==> src/core/arcp_defs.svh <==
// Constants of the ASCII command parser
// Function
// Command text is ASCII and only upper-case mnemonic letters are recognised.
// A command is a four-character mnemonic, then any arguments, then a terminator.
// Either a linefeed or a carriage return ends a command line.
// No received character is interpreted before a terminator for its line has arrived.
// Arguments are split into separate fields at each comma.
// Semicolons split one line into several individual commands.
// Every command of a line finishes before any command of a later line starts.
// Received characters sit in a 256-character buffer and run strictly in arrival order.
// When the buffer wraps, new characters overwrite the oldest already processed ones.
// A question mark right after the mnemonic marks a query that reports instead of sets.
// Every query reply goes back as ASCII characters closed by a terminator.
// Several queries on one line return separate replies in order, each terminated.
// Exponent notation is accepted, so 10E3 reads as ten thousand.
// Integer, decimal and exponent forms of one number give the same value.
// A channel argument of 1 selects the first channel and 2 the second.
// Spaces before or between arguments are ignored when fields are split.
`ifndef ARCP_DEFS_SVH
`define ARCP_DEFS_SVH

`define ARCP_LF          8'h0a
`define ARCP_CR          8'h0d
`define ARCP_SPACE       8'h20
`define ARCP_PLUS        8'h2b
`define ARCP_COMMA       8'h2c
`define ARCP_MINUS       8'h2d
`define ARCP_POINT       8'h2e
`define ARCP_DIG0        8'h30
`define ARCP_DIG9        8'h39
`define ARCP_SEMI        8'h3b
`define ARCP_QMARK       8'h3f
`define ARCP_UC_A        8'h41
`define ARCP_EXP_UC      8'h45
`define ARCP_UC_Z        8'h5a
`define ARCP_EXP_LC      8'h65
`define ARCP_BUF_DEPTH   256
`define ARCP_FIFO_DEPTH  16
`define ARCP_MAX_ARGS    4
`define ARCP_MNEM_LAST   2'h3
`define ARCP_FRAC_DIGITS 8'sh03
`define ARCP_CHAN1_VAL   32'h3e8
`define ARCP_CHAN2_VAL   32'h7d0
`define ARCP_RST_TERM    8'h0d

`endif

==> src/core/arcp_pkg.sv <==
// Types shared by the ASCII command parser
`default_nettype none

package arcp_pkg;

    typedef enum logic [2:0] {
        ST_MNEM,
        ST_ARG,
        ST_NORM,
        ST_ISSUE,
        ST_WAIT,
        ST_SKIP
    } arcp_state_t;

endpackage

`default_nettype wire

==> src/core/arcp_parser.sv <==
// Reply FIFO and line-buffered ASCII command parser
`include "arcp_defs.svh"
`default_nettype none

module arcp_fifo #(
    parameter int WIDTH = 8,
    parameter int DEPTH = `ARCP_FIFO_DEPTH
) (
    input  wire logic             core_clk_i,
    input  wire logic             rst_n_i,
    input  wire logic             in_valid_i,
    output logic                  in_ready_o,
    input  wire logic [WIDTH-1:0] in_data_i,
    output logic                  out_valid_o,
    input  wire logic             out_ready_i,
    output logic      [WIDTH-1:0] out_data_o
);
    localparam int AW = $clog2(DEPTH);

    logic [WIDTH-1:0] mem_q [DEPTH];
    logic [AW:0]      wr_q;
    logic [AW:0]      rd_q;
    logic [AW:0]      used;

    assign used        = wr_q - rd_q;
    assign in_ready_o  = ~used[AW];
    assign out_valid_o = used != '0;
    assign out_data_o  = mem_q[rd_q[AW-1:0]];

    always_ff @(posedge core_clk_i)
    begin
        if (in_valid_i && in_ready_o)
        begin
            mem_q[wr_q[AW-1:0]] <= in_data_i;
        end
    end

    always_ff @(posedge core_clk_i)
    begin
        if (!rst_n_i)
        begin
            wr_q <= '0;
            rd_q <= '0;
        end
        else
        begin
            if (in_valid_i && in_ready_o)
            begin
                wr_q <= wr_q + 1'b1;
            end
            if (out_valid_o && out_ready_i)
            begin
                rd_q <= rd_q + 1'b1;
            end
        end
    end
endmodule

module arcp_parser #(
    parameter int BUF_DEPTH = `ARCP_BUF_DEPTH,
    parameter int MAX_ARGS  = `ARCP_MAX_ARGS
) (
    input  wire logic                   core_clk_i,
    input  wire logic                   rst_n_i,
    input  wire logic                   rx_valid_i,
    input  wire logic [7:0]             rx_data_i,
    output logic                        rx_ready_o,
    output logic                        cmd_valid_o,
    input  wire logic                   cmd_ready_i,
    output logic      [31:0]            cmd_mnem_o,
    output logic                        cmd_query_o,
    output logic      [2:0]             cmd_nargs_o,
    output logic      [MAX_ARGS*32-1:0] cmd_args_o,
    output logic      [1:0]             cmd_chan_o,
    output logic                        cmd_err_o,
    output logic                        line_busy_o,
    input  wire logic                   rsp_valid_i,
    input  wire logic [7:0]             rsp_data_i,
    input  wire logic                   rsp_last_i,
    output logic                        rsp_ready_o,
    output logic                        tx_valid_o,
    output logic      [7:0]             tx_data_o,
    input  wire logic                   tx_ready_i
);
    localparam int PW = $clog2(BUF_DEPTH);

    logic [7:0]  buf_q [BUF_DEPTH];
    logic [PW:0] wr_ptr_q;
    logic [PW:0] rd_ptr_q;
    logic [PW:0] lines_q;
    logic [PW:0] fill;
    logic        rx_take;
    logic        rx_term;
    logic [7:0]  ch;
    logic        ch_term;
    logic        ch_digit;
    logic [31:0] ch_val;
    logic        avail;
    logic        rd_adv;

    arcp_pkg::arcp_state_t state_q;
    logic [1:0]         mcnt_q;
    logic [31:0]        mnem_q;
    logic               query_q;
    logic [2:0]         nargs_q;
    logic [31:0]        args_q [MAX_ARGS];
    logic [1:0]         chan_q;
    logic               valid_q;
    logic               err_q;
    logic [31:0]        mant_q;
    logic               neg_q;
    logic               point_q;
    logic               emode_q;
    logic               eneg_q;
    logic               any_q;
    logic signed [7:0]  frac_q;
    logic signed [7:0]  exp_q;
    logic signed [7:0]  shift_q;
    logic               last_q;

    logic [7:0] last_term_q;
    logic       term_pend_q;
    logic       fifo_in_valid;
    logic       fifo_in_ready;
    logic [7:0] fifo_in_data;
    logic       rsp_done;

    function automatic logic [31:0] times10(input logic [31:0] v);
        times10 = {v[28:0], 3'b000} + {v[30:0], 1'b0};
    endfunction

    // Only processed characters may be overwritten
    assign fill        = wr_ptr_q - rd_ptr_q;
    assign rx_ready_o  = ~fill[PW];
    assign rx_take     = rx_valid_i & rx_ready_o;
    assign rx_term     = (rx_data_i == `ARCP_LF) || (rx_data_i == `ARCP_CR);
    assign ch          = buf_q[rd_ptr_q[PW-1:0]];
    assign ch_term     = (ch == `ARCP_LF) || (ch == `ARCP_CR);
    assign ch_digit    = (ch >= `ARCP_DIG0) && (ch <= `ARCP_DIG9);
    assign ch_val      = {24'h000000, ch - `ARCP_DIG0};
    assign avail       = (fill != '0) && (lines_q != '0);
    assign line_busy_o = lines_q != '0;
    assign rd_adv      = avail && (state_q == arcp_pkg::ST_MNEM || state_q == arcp_pkg::ST_ARG
                                   || state_q == arcp_pkg::ST_SKIP);

    always_ff @(posedge core_clk_i)
    begin
        if (rx_take)
        begin
            buf_q[wr_ptr_q[PW-1:0]] <= rx_data_i;
        end
    end

    always_ff @(posedge core_clk_i)
    begin
        if (!rst_n_i)
        begin
            wr_ptr_q    <= '0;
            rd_ptr_q    <= '0;
            lines_q     <= '0;
            last_term_q <= `ARCP_RST_TERM;
        end
        else
        begin
            if (rx_take)
            begin
                wr_ptr_q <= wr_ptr_q + 1'b1;
            end
            if (rd_adv)
            begin
                rd_ptr_q <= rd_ptr_q + 1'b1;
            end
            // One line may arrive as another finishes in the same cycle
            if ((rx_take && rx_term) && !(rd_adv && ch_term))
            begin
                lines_q <= lines_q + 1'b1;
            end
            else if (!(rx_take && rx_term) && (rd_adv && ch_term))
            begin
                lines_q <= lines_q - 1'b1;
            end
            if (rx_take && rx_term)
            begin
                last_term_q <= rx_data_i;
            end
        end
    end

    always_ff @(posedge core_clk_i)
    begin
        if (!rst_n_i)
        begin
            state_q <= arcp_pkg::ST_MNEM;
            {mcnt_q, mnem_q, query_q, nargs_q, chan_q, valid_q, err_q, last_q} <= '0;
            {mant_q, neg_q, point_q, emode_q, eneg_q, any_q, frac_q, exp_q, shift_q} <= '0;
            for (int i = 0; i < MAX_ARGS; i++)
            begin
                args_q[i] <= '0;
            end
        end
        else
        begin
            err_q <= 1'b0;
            unique case (state_q)
                arcp_pkg::ST_MNEM:
                begin
                    if (avail)
                    begin
                        if (ch_term || ch == `ARCP_SEMI || ch == `ARCP_SPACE)
                        begin
                            // Empty segments and spaces before a mnemonic pass
                            if (mcnt_q != '0)
                            begin
                                err_q  <= 1'b1;
                                mcnt_q <= '0;
                            end
                        end
                        else if (ch >= `ARCP_UC_A && ch <= `ARCP_UC_Z)
                        begin
                            mnem_q <= {mnem_q[23:0], ch};
                            mcnt_q <= mcnt_q + 1'b1;
                            if (mcnt_q == `ARCP_MNEM_LAST)
                            begin
                                state_q <= arcp_pkg::ST_ARG;
                                mcnt_q  <= '0;
                                query_q <= 1'b0;
                                nargs_q <= '0;
                                chan_q  <= '0;
                            end
                        end
                        else
                        begin
                            err_q   <= 1'b1;
                            mcnt_q  <= '0;
                            state_q <= arcp_pkg::ST_SKIP;
                        end
                    end
                end
                arcp_pkg::ST_ARG:
                begin
                    if (avail)
                    begin
                        if (ch == `ARCP_SPACE)
                        begin
                            any_q <= any_q;
                        end
                        else if (ch == `ARCP_QMARK && nargs_q == '0 && !any_q && !query_q)
                        begin
                            query_q <= 1'b1;
                        end
                        else if (ch == `ARCP_COMMA || ch == `ARCP_SEMI || ch_term)
                        begin
                            last_q  <= ch != `ARCP_COMMA;
                            shift_q <= `ARCP_FRAC_DIGITS - frac_q + (eneg_q ? -exp_q : exp_q);
                            if (ch == `ARCP_COMMA || any_q || nargs_q != '0)
                            begin
                                state_q <= arcp_pkg::ST_NORM;
                            end
                            else
                            begin
                                state_q <= arcp_pkg::ST_ISSUE;
                                valid_q <= 1'b1;
                            end
                        end
                        else if (ch == `ARCP_MINUS)
                        begin
                            any_q <= 1'b1;
                            if (emode_q)
                            begin
                                eneg_q <= 1'b1;
                            end
                            else
                            begin
                                neg_q <= 1'b1;
                            end
                        end
                        else if (ch == `ARCP_PLUS)
                        begin
                            any_q <= 1'b1;
                        end
                        else if (ch == `ARCP_POINT)
                        begin
                            any_q   <= 1'b1;
                            point_q <= 1'b1;
                        end
                        else if (ch == `ARCP_EXP_UC || ch == `ARCP_EXP_LC)
                        begin
                            any_q   <= 1'b1;
                            emode_q <= 1'b1;
                        end
                        else if (ch_digit)
                        begin
                            any_q <= 1'b1;
                            if (emode_q)
                            begin
                                exp_q <= 8'(exp_q * 8'sd10 + $signed({4'h0, ch[3:0]}));
                            end
                            else
                            begin
                                mant_q <= times10(mant_q) + ch_val;
                                frac_q <= frac_q + (point_q ? 8'sh01 : 8'sh00);
                            end
                        end
                        else
                        begin
                            err_q   <= 1'b1;
                            state_q <= arcp_pkg::ST_SKIP;
                            // Drop the half-read number
                            {mant_q, neg_q, point_q, emode_q} <= '0;
                            {eneg_q, any_q, frac_q, exp_q}    <= '0;
                        end
                    end
                end
                arcp_pkg::ST_NORM:
                begin
                    // Scale to thousandths so all forms agree
                    if (shift_q > 0)
                    begin
                        mant_q  <= times10(mant_q);
                        shift_q <= shift_q - 8'sh01;
                    end
                    else if (shift_q < 0)
                    begin
                        mant_q  <= mant_q / 32'ha;
                        shift_q <= shift_q + 8'sh01;
                    end
                    else
                    begin
                        if (nargs_q < 3'(MAX_ARGS))
                        begin
                            args_q[nargs_q[$clog2(MAX_ARGS)-1:0]] <= neg_q ? -mant_q : mant_q;
                            nargs_q <= nargs_q + 3'h1;
                        end
                        else
                        begin
                            err_q <= 1'b1;
                        end
                        if (nargs_q == '0)
                        begin
                            chan_q <= {mant_q == `ARCP_CHAN2_VAL && !neg_q,
                                       mant_q == `ARCP_CHAN1_VAL && !neg_q};
                        end
                        {mant_q, neg_q, point_q, emode_q, eneg_q, any_q, frac_q, exp_q} <= '0;
                        state_q <= last_q ? arcp_pkg::ST_ISSUE : arcp_pkg::ST_ARG;
                        valid_q <= last_q;
                    end
                end
                arcp_pkg::ST_ISSUE:
                begin
                    if (cmd_ready_i)
                    begin
                        valid_q <= 1'b0;
                        state_q <= query_q ? arcp_pkg::ST_WAIT : arcp_pkg::ST_MNEM;
                    end
                end
                arcp_pkg::ST_WAIT:
                begin
                    // Next command waits for the queued reply
                    if (rsp_done)
                    begin
                        state_q <= arcp_pkg::ST_MNEM;
                    end
                end
                arcp_pkg::ST_SKIP:
                begin
                    if (avail && (ch_term || ch == `ARCP_SEMI))
                    begin
                        state_q <= arcp_pkg::ST_MNEM;
                    end
                end
            endcase
        end
    end

    assign cmd_valid_o = valid_q;
    assign cmd_mnem_o  = mnem_q;
    assign cmd_query_o = query_q;
    assign cmd_nargs_o = nargs_q;
    assign cmd_chan_o  = chan_q;
    assign cmd_err_o   = err_q;

    for (genvar g = 0; g < MAX_ARGS; g++)
    begin : g_args
        assign cmd_args_o[g*32 +: 32] = args_q[g];
    end

    // Terminator push stalls the executor until the FIFO accepts it
    assign fifo_in_valid = term_pend_q | rsp_valid_i;
    assign fifo_in_data  = term_pend_q ? last_term_q : rsp_data_i;
    assign rsp_ready_o   = fifo_in_ready & ~term_pend_q;
    assign rsp_done      = term_pend_q & fifo_in_ready;

    always_ff @(posedge core_clk_i)
    begin
        if (!rst_n_i)
        begin
            term_pend_q <= 1'b0;
        end
        else if (rsp_valid_i && rsp_ready_o && rsp_last_i)
        begin
            term_pend_q <= 1'b1;
        end
        else if (rsp_done)
        begin
            term_pend_q <= 1'b0;
        end
    end

    arcp_fifo #(
        .WIDTH (8),
        .DEPTH (`ARCP_FIFO_DEPTH)
    ) u_reply_fifo (
        .core_clk_i  (core_clk_i),
        .rst_n_i     (rst_n_i),
        .in_valid_i  (fifo_in_valid),
        .in_ready_o  (fifo_in_ready),
        .in_data_i   (fifo_in_data),
        .out_valid_o (tx_valid_o),
        .out_ready_i (tx_ready_i),
        .out_data_o  (tx_data_o)
    );
endmodule

`default_nettype wire

==> config.mk <==
export PLATFORM = sky130hd
export DESIGN_NAME = arcp_parser
export DESIGN_NICKNAME = d
export VERILOG_FILES = /design/src/core/arcp_pkg.sv /design/src/core/arcp_parser.sv
export VERILOG_INCLUDE_DIRS = /design/src /design/src/core
export SDC_FILE = /design/constraint.sdc
export NUM_CORES = 2
export LEC_CHECK = 0
export ABC_CLOCK_PERIOD_IN_PS = 17170
export BUFFER_PORTS_ARGS = -buffer_cell sky130_fd_sc_hd__buf_2
export CELL_PAD_IN_SITES_DETAIL_PLACEMENT = 2
export CELL_PAD_IN_SITES_GLOBAL_PLACEMENT = 2
export CORE_UTILIZATION = 30
export CTS_CLUSTER_DIAMETER = 30
export DETAILED_ROUTE_END_ITERATION = 8
export GPL_ROUTABILITY_DRIVEN = 1
export PLACE_DENSITY_LB_ADDON = 0.1
export SYNTH_ARGS = -nofsm -noshare
export SYNTH_HDL_FRONTEND = slang
export SYNTH_SLANG_ARGS = --single-unit
==> constraint.sdc <==
create_clock -name core_clk_i -period 17.17 [get_ports core_clk_i]
set_input_delay 3.434 -clock core_clk_i [delete_from_list [all_inputs] [get_ports core_clk_i]]
set_output_delay 3.434 -clock core_clk_i [all_outputs]
set_load 0.03 [all_outputs]
* Yosys cells after proc, flatten, opt, wreduce, memory -nomap -nowiden
Memory sizes are Yosys's and may differ from the RTL's. A register that Yosys moved wholly into a read port is not among the register bits.
Index checks and enable logic that the tools add are counted.
Widths: inputs -> output; s select.
** Operators by class
- $mul :: 1
- Multiplexer cells :: 193
- Reduce and logical (&&, ||, !) cells :: 65
- Div/mod/pow operators :: 1
- Magnitude comparators :: 7
- Bitwise gates (word level) :: 10
- $add $sub $neg :: 21
- Equal/unequal tests :: 63
** Operators by type and width (count)
- $mux 32 :: 14
- $mux 8 :: 32
- $mux 1 :: 89
- $mux 3 :: 26
- $pmux 32 s2 :: 1
- $eq 8x6->1 const B :: 7
- $pmux 8 s2 :: 3
- $reduce_and 12->1 :: 4
- $ne 3x3->1 const B :: 13
- $ne 2x2->1 const B :: 17
- $add 32x32->32 :: 1
- $add 32x8->32 :: 1
- $div 32x4->32 const B :: 1
- $eq 32x10->1 const B :: 1
- $eq 32x11->1 const B :: 1
- $eq 8x4->1 const B :: 4
- $neg 32->32 :: 1
- $reduce_or 32->1 :: 1
- $add 9x1->9 const B :: 3
- $mux 2 :: 13
- $reduce_and 8->1 :: 3
- $reduce_and 11->1 :: 2
- $logic_and 1x1->1 :: 18
- $mux 9 :: 2
- other kinds (54) :: 103
** Word-level totals
- Memories :: 3
- Register bits after elaboration :: 153
- Logic and storage cells :: 389
- Bits in writable memories :: 2304
** Memory list
- buf_q :: words 256, width 8, rd ports 1, clocked after memory_dff 1, wr ports 1, RTL line arcp_parser.sv:87 : logic [7:0] buf_q [BUF_DEPTH];
- args_q :: words 4, width 32, rd ports 4, clocked after memory_dff 0, wr ports 4, RTL line arcp_parser.sv:106 : logic [31:0] args_q [MAX_ARGS];
- u_reply_fifo.mem_q :: words 16, width 8, rd ports 1, clocked after memory_dff 1, wr ports 1, RTL line arcp_parser.sv:20 : logic [WIDTH-1:0] mem_q [DEPTH];

* Longest topological paths before layout
- Depth after elaboration :: 13
- Depth in mapped cells :: 44
- Mapped depth without buffers :: 36

* Modules after synthesis
From an unflattened synthesis, not the netlist that was laid out.
** Unflattened totals
- Cell total of the unflattened synthesis :: 5910
- Area total of the unflattened synthesis :: 104826.8 µm²
** By module, submodules not included
- arcp_parser :: seq. area each 68365.6 µm², area each 99036.2 µm², times used 1, cells an instance 5621
- arcp_fifo :: seq. area each 4124.0 µm², area each 5790.6 µm², times used 1, cells an instance 289

* Worst setup path before layout
Ideal clock, no wire load.
- Path type :: reg2reg
- Start point :: register mant_q[27]
- End point :: register mant_q[0]
- Cell stages (with the launch flop) :: 40
- Arrival :: 9.219 ns
- Library setup time :: 0.122 ns
- Period minus slack after synthesis :: 9.341 ns
- Required time :: 17.048 ns
- Setup slack :: 7.829 ns
- Cells stage by stage :: dfxtp_1 > buf_2 > and2b_1 > xnor2_1 > a2111oi_4 > o21ai_2 > a2bb2oi_2 > o221ai_2 > o32ai_2 > a21o_1 > buf_4 > a21oi_1 > a211oi_2 > maj3_1 > mux2i_1 > a211oi_2 > buf_4 > mux2i_1 > [4 not listed] > nor2_1 > mux2_2 > a21o_1 > a2111o_1 > a32o_2 > buf_6 > mux2i_1 > a222oi_1 > nand3_2 > nand2_1 > o221ai_1 > a221o_1 > buf_6 > a221o_1 > a2111oi_0 > mux2_1 > o21ai_1 > o311a_1
** On the way
- Cells in the longest elaborated chain, start to end :: 4
** Ends and longest elaborated chain
- from (decl) :: RTL line arcp_parser.sv:110 : logic [31:0] mant_q;
- from (signal assigned) :: RTL line arcp_parser.sv:300 : mant_q <= times10(mant_q) + ch_val;
- from (signal assigned) :: RTL line arcp_parser.sv:319 : mant_q <= times10(mant_q);
- from (signal assigned) :: RTL line arcp_parser.sv:324 : mant_q <= mant_q / 32'ha;
- $div 32x4->32 :: RTL line arcp_parser.sv:324
- $mux 32 :: RTL line arcp_parser.sv:322 : else if (shift_q < 0)
- $mux 32 :: RTL line arcp_parser.sv:317 : if (shift_q > 0)
- $pmux 32 s2 :: RTL line arcp_parser.sv:204 : unique case (state_q)
No other way between the ends.
A chain may end at the register's enable or synchronous reset.

* Final worst setup path
- Start point :: register mant_q[30]
- End point :: register mant_q[0]
Same word-level chain as after synthesis.

==> key figures <==
Clock network
  • Clock Latency Late Sink: between 1 and 1.5 ns
  • H-tree levels: 6
  • # hold bufs at CTS: 0
  • Root buffer cell: clkbuf_16
  • Total CTS buffers: between 600 and 700
  • CTS tree: yes
  • Clock transition at path regs: 0.04 ns
  • Postcts setup bufs: 0
  • CTS sink cnt: about 2500
  • CTS max path bufs: 4
  • Cts repair resizes: 0

Detailed routing
  • Routed via count: around 59000
  • WL final: about 340 mm
  • Starting DRT DRC Count: 4303
  • Post-DRT Antenna Nets: 0
  • Post-route DRC: 0
  • DR pass1 iterations: 7
  • Vias per cell: 5.09
  • Wire length per cell: between 20 and 30 µm

Floorplanning
  • Die width: 593 µm
  • Chip Height: between 500 and 600 µm
  • Core ar.: between 300000 and 400000 µm²
  • I/O pins: 203
  • Die area: between 300000 and 400000 µm²
  • # rows: between 200 and 250
  • Initial Util: 30.2%

Timing
  • Period minus WS final: 13.18 ns
  • Clock Skews: about 0.065 ns
  • Slew Limit Fails: 0
  • RSZ-0062 raised after global routing: no
  • Final period util: 76.8%
  • Fin Setup TNS: 0 ns
  • Worst slew pin tran: 1.26 ns
  • Final hold violation count: 0
  • # setup viols final: 0
  • Slew headroom: approximately 16%
  • FMAX: between 70 and 80 MHz

Synthesis
  • Syn Nets: between 6000 and 7000
  • Synth Flop Type: edfxtp_1
  • Asr flop ratio synth: 0%
  • Synth warn: 0
  • Register area share after synthesis: between 60 and 70%
  • Synthesized cell area: approximately 100000 µm²
  • Synth unique cells: between 100 and 150
  • Post-synth EDFFs: ~2300
  • Avg Inst Size Synth: about 18 µm²
  • Seq cells post-synth: about 2500
  • Syn Inst Count: between 5000 and 6000

Placed design
  • Routability cong.: about 0.77
  • Detailed Place HPWL: ~210 mm
  • Port bufs: 202

Global route
  • Largest net degree at the start of global routing: 164
  • First-pass GRT wire length: ~500 mm
  • Vias in the first global route: 65517
  • Global Route Usage Sum: about a fifth
  • Initial antenna violation count: 16
  • Grt ovf: 0

Cells and area
  • Layout area overhead: 26.2%
  • Fill count: 33263
  • Layout cells sized above 1: between 30 and 40%
  • Fin nets: approximately 6700

Worst setup path
  • Critical Setup Path Class: flip-flop to flip-flop
  • Slowest-stage cell, CP: dfxtp_1
  • Crit path to: mant_q[0]
  • Capturing point of the worst reg2reg path: mant_q[0]
  • Crit-path max cell delay: about 0.95 ns
  • Reg-to-reg startpoint: mant_q[30]
  • R2R cell count: 34
  • Crit path max fanout: 21
  • Worst reg2reg setup slack: around 4 ns
  • WP data required: 18.03 ns
  • Arrival time worst endpoint: 14.05 ns
  • Startpoint types: flip-flop
  • Worst setup EP type: flip-flop
  • Worst Setup SP: mant_q[30]

Min path
  • Worst Hold Class: flip-flop to flip-flop

Flow run
  • Total of max-cap violations: 0

Outcome
  • Status: completed
cells in the mapped netlist (all sizes together), types with 13 or more instances:
library cell / n / area share [%]
xor2: 48 / 0.40
nor2b: 29 / 0.17
o211ai: 25 / 0.21
or3: 16 / 0.10
clkbuf: 234 / 0.84
inv: 115 / 0.41
nand4: 25 / 0.16
o31ai: 23 / 0.18
buf: 123 / 0.53
a2111oi: 16 / 0.25
o21ai: 115 / 0.56
nor3: 65 / 0.34
nor4: 22 / 0.17
a21oi: 135 / 0.66
o21bai: 16 / 0.11
a211oi: 37 / 0.31
a21o: 41 / 0.29
edfxtp: 2304 / 66
a22oi: 18 / 0.13
ha: 108 / 1.3
xnor2: 126 / 1.1
and2: 15 / 0.090
nand2b: 29 / 0.17
mux2: 14 / 0.15
mux4: 721 / 15
and3: 33 / 0.20
nor2: 675 / 2.4
a221oi: 20 / 0.20
nand2: 222 / 0.80
o21a: 13 / 0.10
dfxtp: 165 / 3.2
nand3: 96 / 0.46
mux2i: 53 / 0.51
logic make-up after synthesis:
family / Yosys count / synth area share, %
compound gates: 622 / 4.48
xor+xnor: 174 / 1.47
fa+ha+maj: 119 / 1.47
buf+inv: 477 / 1.80
flops: 2469 / 69.2
mux: 788 / 16.2
simple gates: 1271 / 5.43
worst min-delay path by stage:
stage                    from  depth (start not counted)        endpoint
2_1_floorplan  last_term_q[3]                          1  last_term_q[3]
6_report       last_term_q[3]                          1  last_term_q[3]
3_5_place_dp   last_term_q[3]                          1  last_term_q[3]
5_1_grt        last_term_q[3]                          1  last_term_q[3]
3_3_place_gp   last_term_q[3]                          1  last_term_q[3]
4_1_cts        last_term_q[3]                          1  last_term_q[3]
area by class of cell:
type	count	area [µm²]	area share (%)
clock buffer	748	16400	12.4
antenna	6	15.0	0.0114
multi-input combinational	2974	30500	23.1
inverter	120	453	0.343
tap	4578	5730	4.33
timing repair buffer	329	2130	1.61
clock inverter	406	4450	3.36
sequential	2469	72500	54.8
state kept, by name, indices dropped and copies added (netlist names), 3 cells and up, named ones only:
| name | flops |
|---|---|
| args_q | 128 |
| buf_q | 2048 |
| cmd_mnem_o | 32 |
| cmd_nargs_o | 3 |
| exp_q | 8 |
| frac_q | 8 |
| last_term_q | 8 |
| lines_q | 9 |
| mant_q | 32 |
| rd_ptr_q | 9 |
| shift_q | 8 |
| state_q | 3 |
| u_reply_fifo.mem_q | 128 |
| u_reply_fifo.rd_q | 5 |
| u_reply_fifo.wr_q | 5 |
| wr_ptr_q | 9 |
stage by stage:
step	utilization [%]	hold slack (ns)	cell area (µm²)	instances	setup slack (ns)
4_1_cts	38.1	0.458	132000	11624	3.93
3_5_place_dp	32.1	0.447	111000	10470	3.98
5_1_grt	38.1	0.484	132000	11626	2.93
2_1_floorplan	-	0.409	105000	5920	7.83
3_3_place_gp	32.1	0.429	111000	10470	4.25
6_report	38.1	0.452	132000	11630	3.99
metal layers:
layer	wire length [µm]	share of wire [%]	global-route usage (%)
met5	13	0.0039	0
met3	13400	4.0	3.02
met1	150000	45	25.7
met2	166000	49	31.8
met4	6590	2.0	4.70
placed cells by master, fill, tap and decap left out, types with 91 or more instances in the layout:
cell          n
mux4_2      721
buf_4       120
edfxtp_1   2304
dfxtp_1     158
a21oi_1     132
ha_1        108
clkinv_2    129
nor2_1      671
clkbuf_16   636
nand3_1      91
xnor2_1     124
clkbuf_1    103
clkinv_1    101
inv_1       114
buf_2       194
o21ai_0      98
nand2_1     206
critical path: cells and delay by family (launching register included):
kind / cells / cell delay, ns
simple gates: 9 / 3.14
xor+xnor: 1 / 0.27
flops: 1 / 0.95
compound gates: 23 / 8.46
mux: 1 / 0.20
Power is not shown: default switching activity piles up to over one toggle a cycle in this logic, so the estimate is an artifact.
